**src/adc_seq_pkg.sv**
```systemverilog
// Constants and types for the converter conversion sequencer
package adc_seq_pkg;

	// ----------------------------------------
	// Register offsets
	// ----------------------------------------
	localparam logic [2:0] OFS_STATUS_CONTROL = 3'h0;
	localparam logic [2:0] OFS_RESULT_HIGH    = 3'h1;
	localparam logic [2:0] OFS_RESULT_LOW     = 3'h2;
	localparam logic [2:0] OFS_CONFIG         = 3'h3;

	// ----------------------------------------
	// Field positions and reset values
	// ----------------------------------------
	localparam int DONE_BIT   = 7;
	localparam int IRQEN_BIT  = 6;
	localparam int CONT_BIT   = 5;
	localparam int ASYNC_BIT  = 0;
	localparam int EXTM_BIT   = 1;
	localparam logic [4:0] CHANNEL_OFF = 5'h1F;
	localparam logic [4:0] CHANNEL_RST = 5'h1F;
	localparam logic [7:0] CONFIG_RST  = 8'h00;

	// ----------------------------------------
	// Timing
	// ----------------------------------------
	localparam real CLK_MHZ      = 250.0;
	localparam int  CONV_CYCLES  = 21;

	// ----------------------------------------
	// Types
	// ----------------------------------------
	typedef enum logic [1:0] {
		ST_IDLE,
		ST_CONVERT,
		ST_WAIT_TRIG
	} conv_state_e;

	typedef struct packed {
		logic [2:0] addr;
		logic [7:0] wdata;
		logic       wr;
		logic       rd;
	} bus_req_s;

endpackage

```
**src/adc_conversion_sequencer.sv**
```systemverilog
// Conversion sequencer: control register, start/abort, done flag and interrupt
`timescale 1ns/100ps
module adc_conversion_sequencer import adc_seq_pkg::*; #(
	parameter int RES_W       = 10,
	parameter int CONV_CYC    = CONV_CYCLES
) (
	input  wire logic             clk,
	input  wire logic             arst_n,
	input  wire logic             clk_en,
	input  wire bus_req_s         bus,
	output logic      [7:0]       rdata,
	input  wire logic             wait_mode,
	input  wire logic             stop_mode,
	input  wire logic             break_active,
	input  wire logic             break_clear_enable,
	input  wire logic             external_conv_trigger,
	input  wire logic [RES_W-1:0] sample_value,
	output logic                  conv_irq,
	output logic                  converter_on
);

	// ----------------------------------------
	// Reset release
	// ----------------------------------------
	logic rst_s1;
	logic rst_n;
	always_ff @(posedge clk or negedge arst_n) begin
		if (!arst_n) begin
			rst_s1 <= 1'b0;
			rst_n  <= 1'b0;
		end else begin
			rst_s1 <= 1'b1;
			rst_n  <= rst_s1;
		end
	end

	// ----------------------------------------
	// Decode
	// ----------------------------------------
	function automatic logic hit(input bus_req_s b, input logic [2:0] ofs, input logic w);
		hit = (b.addr == ofs) && (w ? b.wr : b.rd);
	endfunction

	logic        conv_irq_enable;
	logic        continuous_conv_bit;
	logic [4:0]  channel_select_field;
	logic        async_clock_enable;
	logic        ext_mode;
	logic        conv_done_flag;
	logic [RES_W-1:0] result;
	conv_state_e state;
	logic [7:0]  cnt;
	logic        stop_d;

	wire trig_int     = 1'b0 & external_conv_trigger;
	wire wr_sc        = hit(bus, OFS_STATUS_CONTROL, 1'b1);
	wire wr_cfg       = hit(bus, OFS_CONFIG, 1'b1);
	wire rd_low       = hit(bus, OFS_RESULT_LOW, 1'b0);
	wire protect      = break_active && !break_clear_enable;
	wire ch_off       = (bus.wdata[4:0] == CHANNEL_OFF);
	wire stop_abort   = stop_mode && !async_clock_enable;
	wire conv_end     = (state == ST_CONVERT) && (cnt == 8'(CONV_CYC - 1)) && !stop_abort;
	wire clr_done     = (wr_sc || rd_low) && !protect;

	// ----------------------------------------
	// Control register
	// ----------------------------------------
	always_ff @(posedge clk or negedge rst_n) begin
		if (!rst_n) begin
			conv_irq_enable      <= 1'b0;
			continuous_conv_bit  <= 1'b0;
			channel_select_field <= CHANNEL_RST;
		end else if (clk_en && wr_sc) begin
			conv_irq_enable      <= bus.wdata[IRQEN_BIT];
			continuous_conv_bit  <= bus.wdata[CONT_BIT];
			channel_select_field <= bus.wdata[4:0];
		end
	end

	always_ff @(posedge clk or negedge rst_n) begin
		if (!rst_n) begin
			async_clock_enable <= CONFIG_RST[ASYNC_BIT];
			ext_mode           <= CONFIG_RST[EXTM_BIT];
		end else if (clk_en && wr_cfg) begin
			async_clock_enable <= bus.wdata[ASYNC_BIT];
			ext_mode           <= bus.wdata[EXTM_BIT];
		end
	end

	always_ff @(posedge clk or negedge rst_n) begin
		if (!rst_n) begin
			stop_d <= 1'b0;
		end else if (clk_en) begin
			stop_d <= stop_abort;
		end
	end

	// ----------------------------------------
	// Sequencer
	// ----------------------------------------
	always_ff @(posedge clk or negedge rst_n) begin
		if (!rst_n) begin
			state <= ST_IDLE;
			cnt   <= 8'h00;
		end else if (clk_en) begin
			if (wr_sc || wr_cfg) begin
				cnt <= 8'h00;
				if (wr_sc && !ch_off) begin
					state <= ST_CONVERT;
				end else begin
					state <= ST_IDLE;
				end
			end else if (stop_abort) begin
				state <= ST_IDLE;
				cnt   <= 8'h00;
			end else begin
				case (state)
					ST_IDLE: begin
						if (stop_mode && ext_mode && async_clock_enable
							&& channel_select_field != CHANNEL_OFF) begin
							state <= ST_WAIT_TRIG;
						end
					end
					ST_CONVERT: begin
						// Wait mode has no effect here
						if (conv_end) begin
							cnt <= 8'h00;
							if (continuous_conv_bit && channel_select_field != CHANNEL_OFF) begin
								state <= ST_CONVERT;
							end else begin
								state <= ST_IDLE;
							end
						end else begin
							cnt <= cnt + 8'h01;
						end
					end
					ST_WAIT_TRIG: begin
						if (!stop_mode) begin
							state <= ST_IDLE;
						end else if (trig_int) begin
							state <= ST_CONVERT;
						end
					end
					default: begin
						state <= ST_IDLE;
					end
				endcase
			end
		end
	end

	// ----------------------------------------
	// Result, done flag, interrupt
	// ----------------------------------------
	always_ff @(posedge clk or negedge rst_n) begin
		if (!rst_n) begin
			result <= '0;
		end else if (clk_en && conv_end) begin
			result <= sample_value;
		end
	end

	always_ff @(posedge clk or negedge rst_n) begin
		if (!rst_n) begin
			conv_done_flag <= 1'b0;
			conv_irq       <= 1'b0;
		end else if (clk_en) begin
			if (conv_end) begin
				conv_done_flag <= 1'b1;
				conv_irq       <= conv_irq_enable;
			end else begin
				if (clr_done) begin
					conv_done_flag <= 1'b0;
				end
				if (clr_done || (wr_sc && !protect)) begin
					conv_irq <= 1'b0;
				end else if (wr_sc && bus.wdata[IRQEN_BIT] == 1'b0) begin
					conv_irq <= conv_irq;
				end
			end
		end
	end

	always_ff @(posedge clk or negedge rst_n) begin
		if (!rst_n) begin
			converter_on <= 1'b0;
		end else if (clk_en) begin
			converter_on <= (state == ST_CONVERT);
		end
	end

	// ----------------------------------------
	// Read port
	// ----------------------------------------
	logic [15:0] res16;
	assign res16 = 16'(result);
	always_ff @(posedge clk or negedge rst_n) begin
		if (!rst_n) begin
			rdata <= 8'h00;
		end else if (clk_en) begin
			rdata <= 8'h00;
			if (bus.rd) begin
				case (bus.addr)
					OFS_STATUS_CONTROL: rdata <= {conv_done_flag, conv_irq_enable,
						continuous_conv_bit, channel_select_field};
					OFS_RESULT_HIGH: rdata <= res16[15:8];
					OFS_RESULT_LOW:  rdata <= res16[7:0];
					OFS_CONFIG:      rdata <= {6'h00, ext_mode, async_clock_enable};
					default:         rdata <= 8'h00;
				endcase
			end
		end
	end

	// ----------------------------------------
	// Checks
	// ----------------------------------------
	a_done_on_end: assert property (@(posedge clk) disable iff (!rst_n)
		clk_en && conv_end |=> conv_done_flag)
		else $error("done flag not set at conversion end");
	a_irq_with_done: assert property (@(posedge clk) disable iff (!rst_n)
		clk_en && conv_end && conv_irq_enable |=> conv_irq && conv_done_flag)
		else $error("interrupt not raised with done flag");
	a_stop_aborts: assert property (@(posedge clk) disable iff (!rst_n)
		clk_en && stop_abort && !wr_sc && !wr_cfg |=> state == ST_IDLE)
		else $error("stop did not abort conversion");
	a_result_holds: assert property (@(posedge clk) disable iff (!rst_n)
		clk_en && !conv_end |=> $stable(result))
		else $error("result changed without completion");
	a_write_starts: assert property (@(posedge clk) disable iff (!rst_n)
		clk_en && wr_sc && !ch_off |=> state == ST_CONVERT && cnt == 8'h00)
		else $error("control write did not restart conversion");
	a_off_no_start: assert property (@(posedge clk) disable iff (!rst_n)
		clk_en && wr_sc && ch_off |=> state == ST_IDLE)
		else $error("all-ones channel started a conversion");
	a_protect_hold: assert property (@(posedge clk) disable iff (!rst_n)
		clk_en && protect && !conv_end |=> $stable(conv_done_flag))
		else $error("status changed in protected break");
	a_clear_done: assert property (@(posedge clk) disable iff (!rst_n)
		clk_en && clr_done && !conv_end |=> !conv_done_flag && !conv_irq)
		else $error("done flag not cleared");
	a_single_idle: assert property (@(posedge clk) disable iff (!rst_n)
		clk_en && conv_end && !continuous_conv_bit && !wr_sc && !wr_cfg
		|=> state == ST_IDLE)
		else $error("single mode did not return to idle");
	a_irq_needs_enable: assert property (@(posedge clk) disable iff (!rst_n)
		clk_en && conv_end && !conv_irq_enable |=> !conv_irq)
		else $error("interrupt raised while disabled");
	a_irq_has_done: assert property (@(posedge clk) disable iff (!rst_n)
		conv_irq |-> conv_done_flag)
		else $error("interrupt pending without done flag");
	a_irq_withdrawn: assert property (@(posedge clk) disable iff (!rst_n)
		clk_en && wr_sc && !protect && !conv_end |=> !conv_irq)
		else $error("interrupt not withdrawn by control write");
	a_wait_ignored: assert property (@(posedge clk) disable iff (!rst_n)
		clk_en && wait_mode && state == ST_CONVERT && !conv_end && !stop_abort
		&& !wr_sc && !wr_cfg |=> state == ST_CONVERT)
		else $error("wait mode disturbed a conversion");
	a_stop_resume: assert property (@(posedge clk) disable iff (!rst_n)
		clk_en && stop_d && !stop_abort && state != ST_CONVERT && !wr_sc
		|=> state != ST_CONVERT)
		else $error("conversion resumed after stop without a write");
	a_async_keeps: assert property (@(posedge clk) disable iff (!rst_n)
		clk_en && stop_mode && async_clock_enable && state == ST_CONVERT && !conv_end
		&& !wr_sc && !wr_cfg |=> state == ST_CONVERT)
		else $error("stop with async clock stopped a conversion");
	a_trig_wait: assert property (@(posedge clk) disable iff (!rst_n)
		clk_en && state == ST_IDLE && stop_mode && ext_mode && async_clock_enable
		&& channel_select_field != CHANNEL_OFF && !wr_sc && !wr_cfg
		|=> state == ST_WAIT_TRIG)
		else $error("external mode did not wait for trigger in stop");
	a_trig_tied: assert property (@(posedge clk) disable iff (!rst_n)
		clk_en && state == ST_WAIT_TRIG && !wr_sc |=> state != ST_CONVERT)
		else $error("tied trigger started a conversion");
	a_break_clear: assert property (@(posedge clk) disable iff (!rst_n)
		clk_en && break_active && break_clear_enable && rd_low && !conv_end |=> !conv_done_flag)
		else $error("unprotected break did not clear done flag");
	a_protect_irq: assert property (@(posedge clk) disable iff (!rst_n)
		clk_en && protect && !conv_end |=> $stable(conv_irq))
		else $error("interrupt changed in protected break");
	a_protect_read: assert property (@(posedge clk) disable iff (!rst_n)
		clk_en && protect && rd_low && conv_done_flag |=> conv_done_flag)
		else $error("low result read cleared done in protected break");
	a_second_step: assert property (@(posedge clk) disable iff (!rst_n)
		clk_en && !break_active && rd_low && !conv_end |=> !conv_done_flag)
		else $error("low result read after break did not clear done");
	a_cont_repeat: assert property (@(posedge clk) disable iff (!rst_n)
		clk_en && conv_end && continuous_conv_bit && channel_select_field != CHANNEL_OFF
		&& !wr_sc && !wr_cfg |=> state == ST_CONVERT && cnt == 8'h00)
		else $error("continuous mode did not start the next conversion");
	a_result_loads: assert property (@(posedge clk) disable iff (!rst_n)
		clk_en && conv_end |=> result == $past(sample_value))
		else $error("result not loaded at conversion end");
	a_cnt_bound: assert property (@(posedge clk) disable iff (!rst_n)
		state == ST_CONVERT |-> cnt <= 8'(CONV_CYC - 1))
		else $error("conversion counter ran past its end");
	a_on_follows: assert property (@(posedge clk) disable iff (!rst_n)
		clk_en && state == ST_CONVERT |=> converter_on)
		else $error("converter not on while converting");
	a_off_follows: assert property (@(posedge clk) disable iff (!rst_n)
		clk_en && state != ST_CONVERT |=> !converter_on)
		else $error("converter on while not converting");
	a_off_stays: assert property (@(posedge clk) disable iff (!rst_n)
		clk_en && state == ST_IDLE && channel_select_field == CHANNEL_OFF && !wr_sc
		|=> state == ST_IDLE)
		else $error("converter left low power with channel off");
	a_reset_clears: assert property (@(posedge clk)
		!rst_n |-> !conv_irq && !conv_done_flag && !conv_irq_enable && !continuous_conv_bit)
		else $error("reset left status or control bits set");

endmodule

```
**config.mk**
```make
export PLATFORM = sky130hd
export DESIGN_NAME = adc_conversion_sequencer
export DESIGN_NICKNAME = d
export VERILOG_FILES = /design/src/adc_seq_pkg.sv /design/src/adc_conversion_sequencer.sv
export SDC_FILE = /design/constraint.sdc
export NUM_CORES = 1
export LEC_CHECK = 0
export ABC_AREA = 1
export BUFFER_PORTS_ARGS = -buffer_cell sky130_fd_sc_hd__buf_2
export CORE_UTILIZATION = 55
export CTS_CLUSTER_DIAMETER = 50
export DETAILED_ROUTE_END_ITERATION = 10
export GPL_ROUTABILITY_DRIVEN = 0
export PLACE_DENSITY_LB_ADDON = 0.08
export SLEW_MARGIN = 5
export SYNTH_ARGS = -nofsm -noshare
export SYNTH_HDL_FRONTEND = slang
export SYNTH_SLANG_ARGS = --single-unit
```
**constraint.sdc**
```tcl
create_clock -name clk -period 2.3 [get_ports clk]
set_clock_uncertainty 0.1 [all_clocks]
set_input_delay 0.23 -clock clk [delete_from_list [all_inputs] [get_ports clk]]
set_output_delay 0.23 -clock clk [all_outputs]
set_load 0.005 [all_outputs]
```
==> results of run 1 <==
==> worst max-delay path: stages, from the launching register on <==
cell and delay (ps):
dfrtp_1 420, inv_1 110, ha_1 160, inv_1 60, nor2_1 130, nand3_2 170
nor2_4 270, nand3_1 130, nand2_1 70
==> registers in the layout (all words and copies together) (netlist names) <==
register	cells
rst_s1	1
rdata	8
async_clock_enable	1
ext_mode	1
state	2
converter_on	1
result	10
channel_select_field	5
continuous_conv_bit	1
cnt	8
conv_done_flag	1
conv_irq_enable	1
conv_irq	1
rst_n	1
==> report_power, final <==
group | switching [uW] | leakage [uW] | internal (uW)
Combinational | 281 | 0.000799 | 163
Sequential | 84.7 | 0.000545 | 848
Clock | 251 | 0.0000472 | 241
==> per-stage QoR <==
| stage | total power [uW] | instances | area (um^2) | setup slack [ps] | utilization |
|---|---|---|---|---|---|
| 6_report | 1869 | 387 | 2577 | 615.4 | 0.6835 |
| 5_1_grt | 2004 | 387 | 2577 | 480.3 | 0.6835 |
| 4_1_cts | 1880 | 387 | 2577 | 626.6 | 0.6835 |
| 3_5_place_dp | 1387 | 378 | 2472 | 648.9 | 0.6556 |
| 3_3_place_gp | 1371 | 378 | 2472 | 685.7 | 0.6556 |
| 2_1_floorplan | 1253 | 294 | 2226 | 818.9 | - |
==> placed cells by master, fill, tap and decap left out, types with 3 or more instances in the layout <==
cell type  instances
nand4_1            9
dfrtp_1           37
nor2_2             3
inv_2              3
inv_1             32
a22o_1             6
o21ai_0           15
o21ai_1            4
nand3_1           33
buf_4              4
nand2_1           99
dfstp_2            5
nor2_1            25
clkbuf_8           6
buf_2             37
==> cell families after synthesis <==
group	count (synthesis)	share of synthesized area
muxes	1	0.005059
AOI/OAI and AO/OA	30	0.08488
buffers and inverters	40	0.07195
DFF	42	0.4750
and+or+nand+nor	178	0.3502
other	1	0.001685
adders and majority gates	2	0.01124
==> cell type report <==
class,count,share of cell area
timing repair buffer,42,0.08738
tap,48,0.02330
clock buffer,6,0.03204
sequential,42,0.4102
inverter,35,0.05097
multi-input combinational,212,0.3913
clock inverter,2,0.004854
==> cells in the mapped netlist, types with 3 or more instances <==
master / instances / area share
inv_1: 32 / 0.054
nand3_1: 33 / 0.074
o21ai_0: 15 / 0.034
inv_2: 3 / 0.0051
nor2_1: 25 / 0.042
dfstp_2: 5 / 0.059
a22o_1: 6 / 0.024
nor2_2: 3 / 0.0084
dfrtp_1: 37 / 0.42
o21ai_1: 4 / 0.0090
nand4_1: 9 / 0.025
nand2_1: 99 / 0.17
==> layer usage <==
metal	vias to the layer above	routed length [um]	share of wire	track usage
met5	-	0	0	0
met4	0	97	0.020	0.1060
met3	9	187	0.038	0.05382
met2	45	2501	0.50	0.4317
met1	952	2178	0.44	0.3533
li1	1034	-	-	-
==> worst max-delay path by stage <==
stage | start | end | slack, ps | cells after the start
3_3_place_gp | cnt[0] | conv_irq | 690 | 8
4_1_cts | cnt[0] | result[5] | 630 | 8
2_1_floorplan | cnt[0] | result[1] | 820 | 8
5_1_grt | cnt[0] | result[4] | 480 | 8
6_report | cnt[0] | result[5] | 620 | 8
3_5_place_dp | cnt[0] | result[5] | 650 | 8
==> results.md, run 1 <==
* Post-CTS sizing at 0
* Fin crit share at 0.7324
* Yosys reg bits at 42
* Core region area at 3771 um^2
* Clock Tree Buf Depth at 2
* Gr usage total at 0.2680
* Post-Syn Instances at 294
* Setup violators final at 0
* Postcts setup bufs at 0
* Worst Hold Launch: bus[8]
* Yosys warning count at 0
* First-pass GRT wire length at 8562 um
* Layout Nets at 371
* Largest net degree at the start of global routing at 41
* Die X at 65.62 um
* Synthesized area at 2226 um^2
* Register-to-register setup slack at 620 ps
* Main synth FF type: dfrtp_1
* Total CTS buffers at 5
* Num ports at 41
* Vias in the first global route at 1910
* Rows at 22
* Critical Path AT at 1820 ps
* Hpwl dp at 3670 um
* Final Hold Viols at 0
* Initial Util at 0.5902
* Port Buffers at 37
* VDD IR-drop max at 0.0004933 V
* Max Cap Viol at 0
* TNS Setup at 0 ps
* Final hold slack at 46.24 ps
* EDFF count, synth at 0
* Power Density at 725.2 nW/um^2
* CTS sink cnt at 42
* Sequential-to-total area share from yosys stat at 0.4750
* Status: finished clean
* Detailed Route WL at 4965 um
* Crit Reg-Reg Endpoint: result[5]
* Die H at 65.62 um
* Worst slew margin at 0.6658
* Synthesized Nets at 327
* Ant. Diodes at 0
* CTS Hold Buffers Added at 1
* Die area at 4305 um^2
* Hold Path Depth at 3
* Drt pass-1 iters at 4
* Drt first-iter violations at 136
* CTS tree: yes
* Area of the multi-input gates at 1008 um^2
* DR vias/cell at 5.271
* Reg-to-Reg Start: cnt[0]
* Worst-margin pin slew at 501.3 ps
* Leak Pwr at 0.001391 uW
* CP startpoint kind: register
* Final ANT Viol Nets at 0
* Final min period at 1685 ps
* Residual DRC count at 0
* Post-synth cell types at 28
* Gr ovfl total at 0
* Initial antenna violation count at 0
* Fmax at 593.6 MHz
* Critical path endpoint category: register
* P&R area growth vs syn at 15.80%
* Layout fillers at 337
* R2R depth at 8
* Hold Path End: conv_irq_enable
* Clock Latency Late Sink at 300 ps
* DR vias at 2040
* Final Slew Violations at 0
* Share of layout cells above drive strength 1 at 0.2006
* Reg clk slew, reported paths at 80 ps
* Reg area at 1057 um^2
* Setup CP Type: reg2reg
* Clock Root Buffer: clkbuf_8
* RSZ-0062 raised after global routing: false
* Mean area per synthesized cell at 7.571 um^2
* H-tree depth at 2
* FFs w/ async S/R, synth at 1.000
* Routed length per instance at 12.83 um
* Req. time, crit path at 2440 ps
* Hold WC Path Type: in2reg
* Critical path peak fanout at 10
Note: power is estimated with default switching activity, not from simulation.
==> run 2, diff against run 1 <==
==> constraint.sdc (replaced) <==
create_clock -name clk -period 1.7 [get_ports clk]
set_clock_uncertainty 0.1 [all_clocks]
set_input_delay 0.17 -clock clk [delete_from_list [all_inputs] [get_ports clk]]
set_output_delay 0.17 -clock clk [all_outputs]
set_load 0.005 [all_outputs]
==> results.md, run 2 (synthesized netlist as in run 1, its figures left out) <==
* H-tree depth at 2 (unchanged)
* VDD IR-drop max at 0.0007780 V (+58%)
* Initial Util at 0.5902 (unchanged)
* Initial antenna violation count at 0 (unchanged)
* Worst slew margin at 0.6676 (+0.001840)
* Max reg flops at 10 (unchanged)
* Rows at 22 (unchanged)
* Biggest register: result
* R2R depth at 8 (unchanged)
* Setup CP Type: reg2reg
* Met1 Wirelength at 2210 um (+1.5%)
* Port Buffers at 37 (unchanged)
* Die H at 65.62 um (unchanged)
* Ant. Diodes at 0 (unchanged)
* Die X at 65.62 um (unchanged)
* Final Hold Viols at 0 (unchanged)
* Final hold slack at 11.35 ps (-34.89 ps)
* Met2 WL at 2528 um (+1.1%)
* Critical Path AT at 1700 ps (-120 ps)
* Most common cell after layout, fill and taps aside: nand2_1
* Hold Path Depth at 3 (unchanged)
* Final min period at 1583 ps (-101.7 ps)
* Fin crit share at 0.9311 (+0.1987)
* Clock Latency Late Sink at 290 ps (about the same)
* Register-to-register setup slack at 120 ps (-500 ps)
* Routed length per instance at 12.64 um (-1.5%)
* Post-Place Worst Slack at 82.78 ps (-566.2 ps)
* Total CTS buffers at 5 (unchanged)
* CTS tree: yes
* Gr usage total at 0.2678 (about the same)
* Crit Reg-Reg Endpoint: result[5]
* Power Density at 948.0 nW/um^2 (+31%)
* Status: finished clean
* Drt pass-1 iters at 4 (unchanged)
* Critical path peak fanout at 6 (-4)
* First-pass GRT wire length at 8535 um (-0.32%)
* Most frequent cells in the layout: 99 x nand2_1, 37 x dfrtp_1, 37 x buf_2
* P&R area growth vs syn at 19.39%
* Final Slew Violations at 0 (unchanged)
* Top Layer Used: met4
* Largest net degree at the start of global routing at 41 (unchanged)
* Vias in the first global route at 1909 (-0.052%)
* Hold Path End: result[1]
* CTS sink cnt at 42 (unchanged)
* Worst-margin pin slew at 495.9 ps (-5.461 ps)
* Clock Root Buffer: clkbuf_8
* Final Non-Filler Cells at 395 (+2.1%)
* Hold WC Path Type: in2reg
* Worst Hold Launch: sample_value[1]
* Max Cap Viol at 0 (unchanged)
* DR vias/cell at 5.210 (-1.2%)
* Die area at 4305 um^2 (unchanged)
* Critical path endpoint category: register
* Layout Nets at 379 (+2.2%)
* Residual DRC count at 0 (unchanged)
* Crit path launch: cnt[0]
* Reg-to-Reg Start: cnt[0]
* Gr ovfl total at 0 (unchanged)
* Num ports at 41 (unchanged)
* Layout fillers at 322 (-4.5%)
* Reg clk slew, reported paths at 70 ps (about the same)
* Postcts setup bufs at 0 (unchanged)
* Setup violators final at 0 (unchanged)
* Drt first-iter violations at 161 (+18%)
* Detailed Route WL at 4993 um (+0.56%)
* CP startpoint kind: register
* Share of layout cells above drive strength 1 at 0.2104 (+0.009785)
* Top Registers: result (10), cnt (8), rdata (8)
* Core region area at 3771 um^2 (unchanged)
* Final ANT Viol Nets at 0 (unchanged)
* Met3 routed WL at 190 um (+1.6%)
* Final WS setup at 117.1 ps (-498.3 ps)
* DR vias at 2058 (+0.88%)
* Fmax at 631.8 MHz (+6.4%)
* Req. time, crit path at 1820 ps (-620 ps)
* Clock Tree Buf Depth at 2 (unchanged)
* Hpwl dp at 3687 um (+0.45%)
* Leak Pwr at 0.001417 uW (+1.9%)
* Cells after DPL at 381 (+0.79%)
[run 2: routing by layer]
metal	up-vias	GRT usage
met1	968	0.3417
met5	-	0
met2	39	0.4536
met4	0	0.08696
li1	1047	-
met3	4	0.05382
[run 2: layout make-up]
type                    instances  area (um^2)  area share
multi-input cells             213         1037      0.3903
repair buffers                 49        287.8      0.1083
clock inverters                 1        7.507    0.002825
clock buffers                   7        76.32     0.02872
flip-flops and latches         42         1057      0.3978
inverters                      35        131.4     0.04944
well taps                      48        60.06     0.02260
[run 2: worst max path at each step]
stage | end | depth (start not counted)
finish | result[5] | 8
global route | result[9] | 8
CTS | conv_irq | 8
detailed placement | conv_irq | 8
global placement | conv_irq | 8
floorplan | result[8] | 8
[run 2: what timing repair did]
| item | 4_1_cts | 5_1_grt |
|---|---|---|
| hold buffers | 4 | 1 |
| gates resized for setup | 0 | 5 |
| endpoints found under the hold margin | 5 | 1 |
| endpoints found under the setup margin | 0 | 13 |
[run 2: worst max-delay path, cell delays in order, from the launching register on]
cell     delay [ps]
dfrtp_1         390
inv_2            70
ha_1            150
inv_1            70
nor2_1          180
nand3_4         160
nor2_4          230
nand3_1          90
nand2_1          80
[run 2: metrics by stage]
stage / instance area (um^2) / util / TNS [ps] / power (uW)
2_1_floorplan: 2226 / - / 0 / 1695
3_3_place_gp: 2495 / 0.6616 / 0 / 1885
3_5_place_dp: 2495 / 0.6616 / 0 / 1909
4_1_cts: 2619 / 0.6944 / 0 / 2522
6_report: 2658 / 0.7047 / 0 / 2519
5_1_grt: 2658 / 0.7047 / -41.11 / 2728
[run 2: report_power, final]
group	internal, uW	total (uW)	switching (uW)
Combinational	261	673	411
Sequential	1150	1240	93.5
Clock	290	605	315
Total	1700	2520	820
==> run 3, diff against run 2 <==
==> constraint.sdc (replaced) <==
create_clock -name clk -period 1.8 [get_ports clk]
set_clock_uncertainty 0.1 [all_clocks]
set_input_delay 0.18 -clock clk [delete_from_list [all_inputs] [get_ports clk]]
set_output_delay 0.18 -clock clk [all_outputs]
set_load 0.005 [all_outputs]
==> results.md, run 3 (synthesized netlist as in run 1, its figures left out) <==
* Status: finished clean
* Setup CP Type: reg2reg
* Final ANT Viol Nets at 0 (unchanged)
* Total CTS buffers at 5 (unchanged)
* Cells after DPL at 379 (-0.52%)
* Num ports at 41 (unchanged)
* RSZ-0062 raised after global routing: false
* Critical path peak fanout at 10 (+4)
* Fin area at 2606 um^2 (-1.9%)
* Layout Nets at 375 (-1.1%)
* Final min period at 1633 ps (+50.09 ps)
* Post-CTS sizing at 0 (unchanged)
* Sw Pwr at 791.0 uW (-3.5%)
* Die H at 65.62 um (unchanged)
* Critical path endpoint category: register
* Final Non-Filler Cells at 391 (-1.0%)
* Clock Latency Late Sink at 300 ps (about the same)
* Combinational group share of total power at 0.245 (-0.022)
* Layout fillers at 328 (+1.9%)
* Final Hold Viols at 0 (unchanged)
* Fin crit share at 0.9072 (-0.02390)
* Vias in the first global route at 1948 (+2.0%)
* Final Slew Violations at 0 (unchanged)
* CTS tree: yes
* Core region area at 3771 um^2 (unchanged)
* Hpwl dp at 3690 um (about the same)
* CP startpoint kind: register
* VDD IR-drop max at 0.0005282 V (-32%)
* Final WS setup at 167.0 ps (+49.91 ps)
* Hold WC Path Type: in2reg
* Area of the multi-input gates at 1008 um^2 (-2.8%)
* Initial antenna violation count at 0 (unchanged)
* DR vias/cell at 5.292 (+1.6%)
* Most frequent cells in the layout: 99 x nand2_1, 37 x dfrtp_1, 37 x buf_2
* Reg area at 1057 um^2 (unchanged)
* Top Registers: result (10), cnt (8), rdata (8)
* Reg clk slew, reported paths at 80 ps (about the same)
* Clock network fraction of total power at 0.252 (+0.012)
* Power Density at 907.8 nW/um^2 (-4.2%)
* Initial Util at 0.5902 (unchanged)
* Biggest register: result
* P&R area growth vs syn at 17.09%
* Rows at 22 (unchanged)
* Drt first-iter violations at 136 (-16%)
* Largest net degree at the start of global routing at 41 (unchanged)
* Most common cell after layout, fill and taps aside: nand2_1
* Residual DRC count at 0 (unchanged)
* First-pass GRT wire length at 8480 um (-0.64%)
* H-tree depth at 2 (unchanged)
* Clock Tree Buf Depth at 2 (unchanged)
* Max Cap Viol at 0 (unchanged)
* Gr usage total at 0.2634 (-0.004357)
* Die X at 65.62 um (unchanged)
* Seq pwr share at 0.502 (+0.009)
* Gr ovfl total at 0 (unchanged)
* Fmax at 612.4 MHz (-3.1%)
* Register-to-register setup slack at 170 ps (+50 ps)
* CTS sink cnt at 42 (unchanged)
* TNS Setup at 0 ps (unchanged)
* Routed length per instance at 12.69 um (+0.40%)
* Critical Path AT at 1770 ps (+70 ps)
* Leak Pwr at 0.001406 uW (-0.79%)
* Drt pass-1 iters at 4 (unchanged)
* Die area at 4305 um^2 (unchanged)
* Internal at 1575 uW (-7.3%)
* Clock Root Buffer: clkbuf_8
* Share of layout cells above drive strength 1 at 0.1983 (-0.01212)
* Port Buffers at 37 (unchanged)
* Switching share of power at 0.3343 (+0.008867)
* Ant. Diodes at 0 (unchanged)
* DR vias at 2069 (+0.53%)
* Placed cell area at 2480 um^2 (-0.60%)
* Setup violators final at 0 (unchanged)
* Final hold slack at 5.442 ps (-5.907 ps)
* Req. time, crit path at 1940 ps (+120 ps)
* Post-Place Worst Slack at 166.3 ps (+83.50 ps)
* Max reg flops at 10 (unchanged)
* Detailed Route WL at 4962 um (-0.62%)
-- run 3: through the flow --
step | util | total power [uW]
2_1_floorplan | - | 1601
3_3_place_gp | 0.6576 | 1754
3_5_place_dp | 0.6576 | 1775
4_1_cts | 0.6858 | 2375
5_1_grt | 0.6911 | 2535
6_report | 0.6911 | 2366
-- run 3: final timing paths --
| kind | from | endpoint | cells after the start |
|---|---|---|---|
| max in group asynchronous | rst_n | channel_select_field[0] | 1 |
| max reg2reg | cnt[0] | result[4] | 8 |
| min reg2reg | rst_n | result[1] | 1 |
| min | sample_value[2] | result[2] | 3 |
| min in group asynchronous | arst_n | rst_s1 | 2 |
| max | cnt[0] | result[4] | 8 |
-- run 3: layout make-up --
cell class,instances,area share
flip-flops and latches,42,0.4057
multi-input cells,212,0.3869
repair buffers,46,0.1008
inverters,35,0.05041
clock buffers,6,0.02784
well taps,48,0.02304
clock inverters,2,0.005281
-- run 3: critical path: stages (launching register included) --
cell,delay [ps]
dfrtp_1,420
inv_1,110
ha_1,160
inv_1,50
nor2_1,120
nand3_2,170
nor2_4,260
nand3_1,120
nand2_1,70
-- run 3: what timing repair did --
action,CTS,global route
endpoints found under the hold margin,3,2
buffers inserted,0,0
hold buffers,2,2
-- run 3: power groups by stage --
| stage | Combinational [uW] | Clock, uW | Sequential (uW) |
|---|---|---|---|
| finish | 580 | 597 | 1190 |
| CTS | 578 | 607 | 1190 |
| global route | 664 | 664 | 1210 |
| detailed placement | 569 | 0 | 1210 |
| floorplan | 411 | 0 | 1190 |
| global placement | 551 | 0 | 1200 |
-- run 3: per-layer routing --
layer  wire, um  global-route usage  share of wire
met1       2253              0.3367           0.45
met2       2397              0.4317           0.48
met3        212             0.06424          0.043
met4         99             0.09511          0.020
met5          0                   0              0
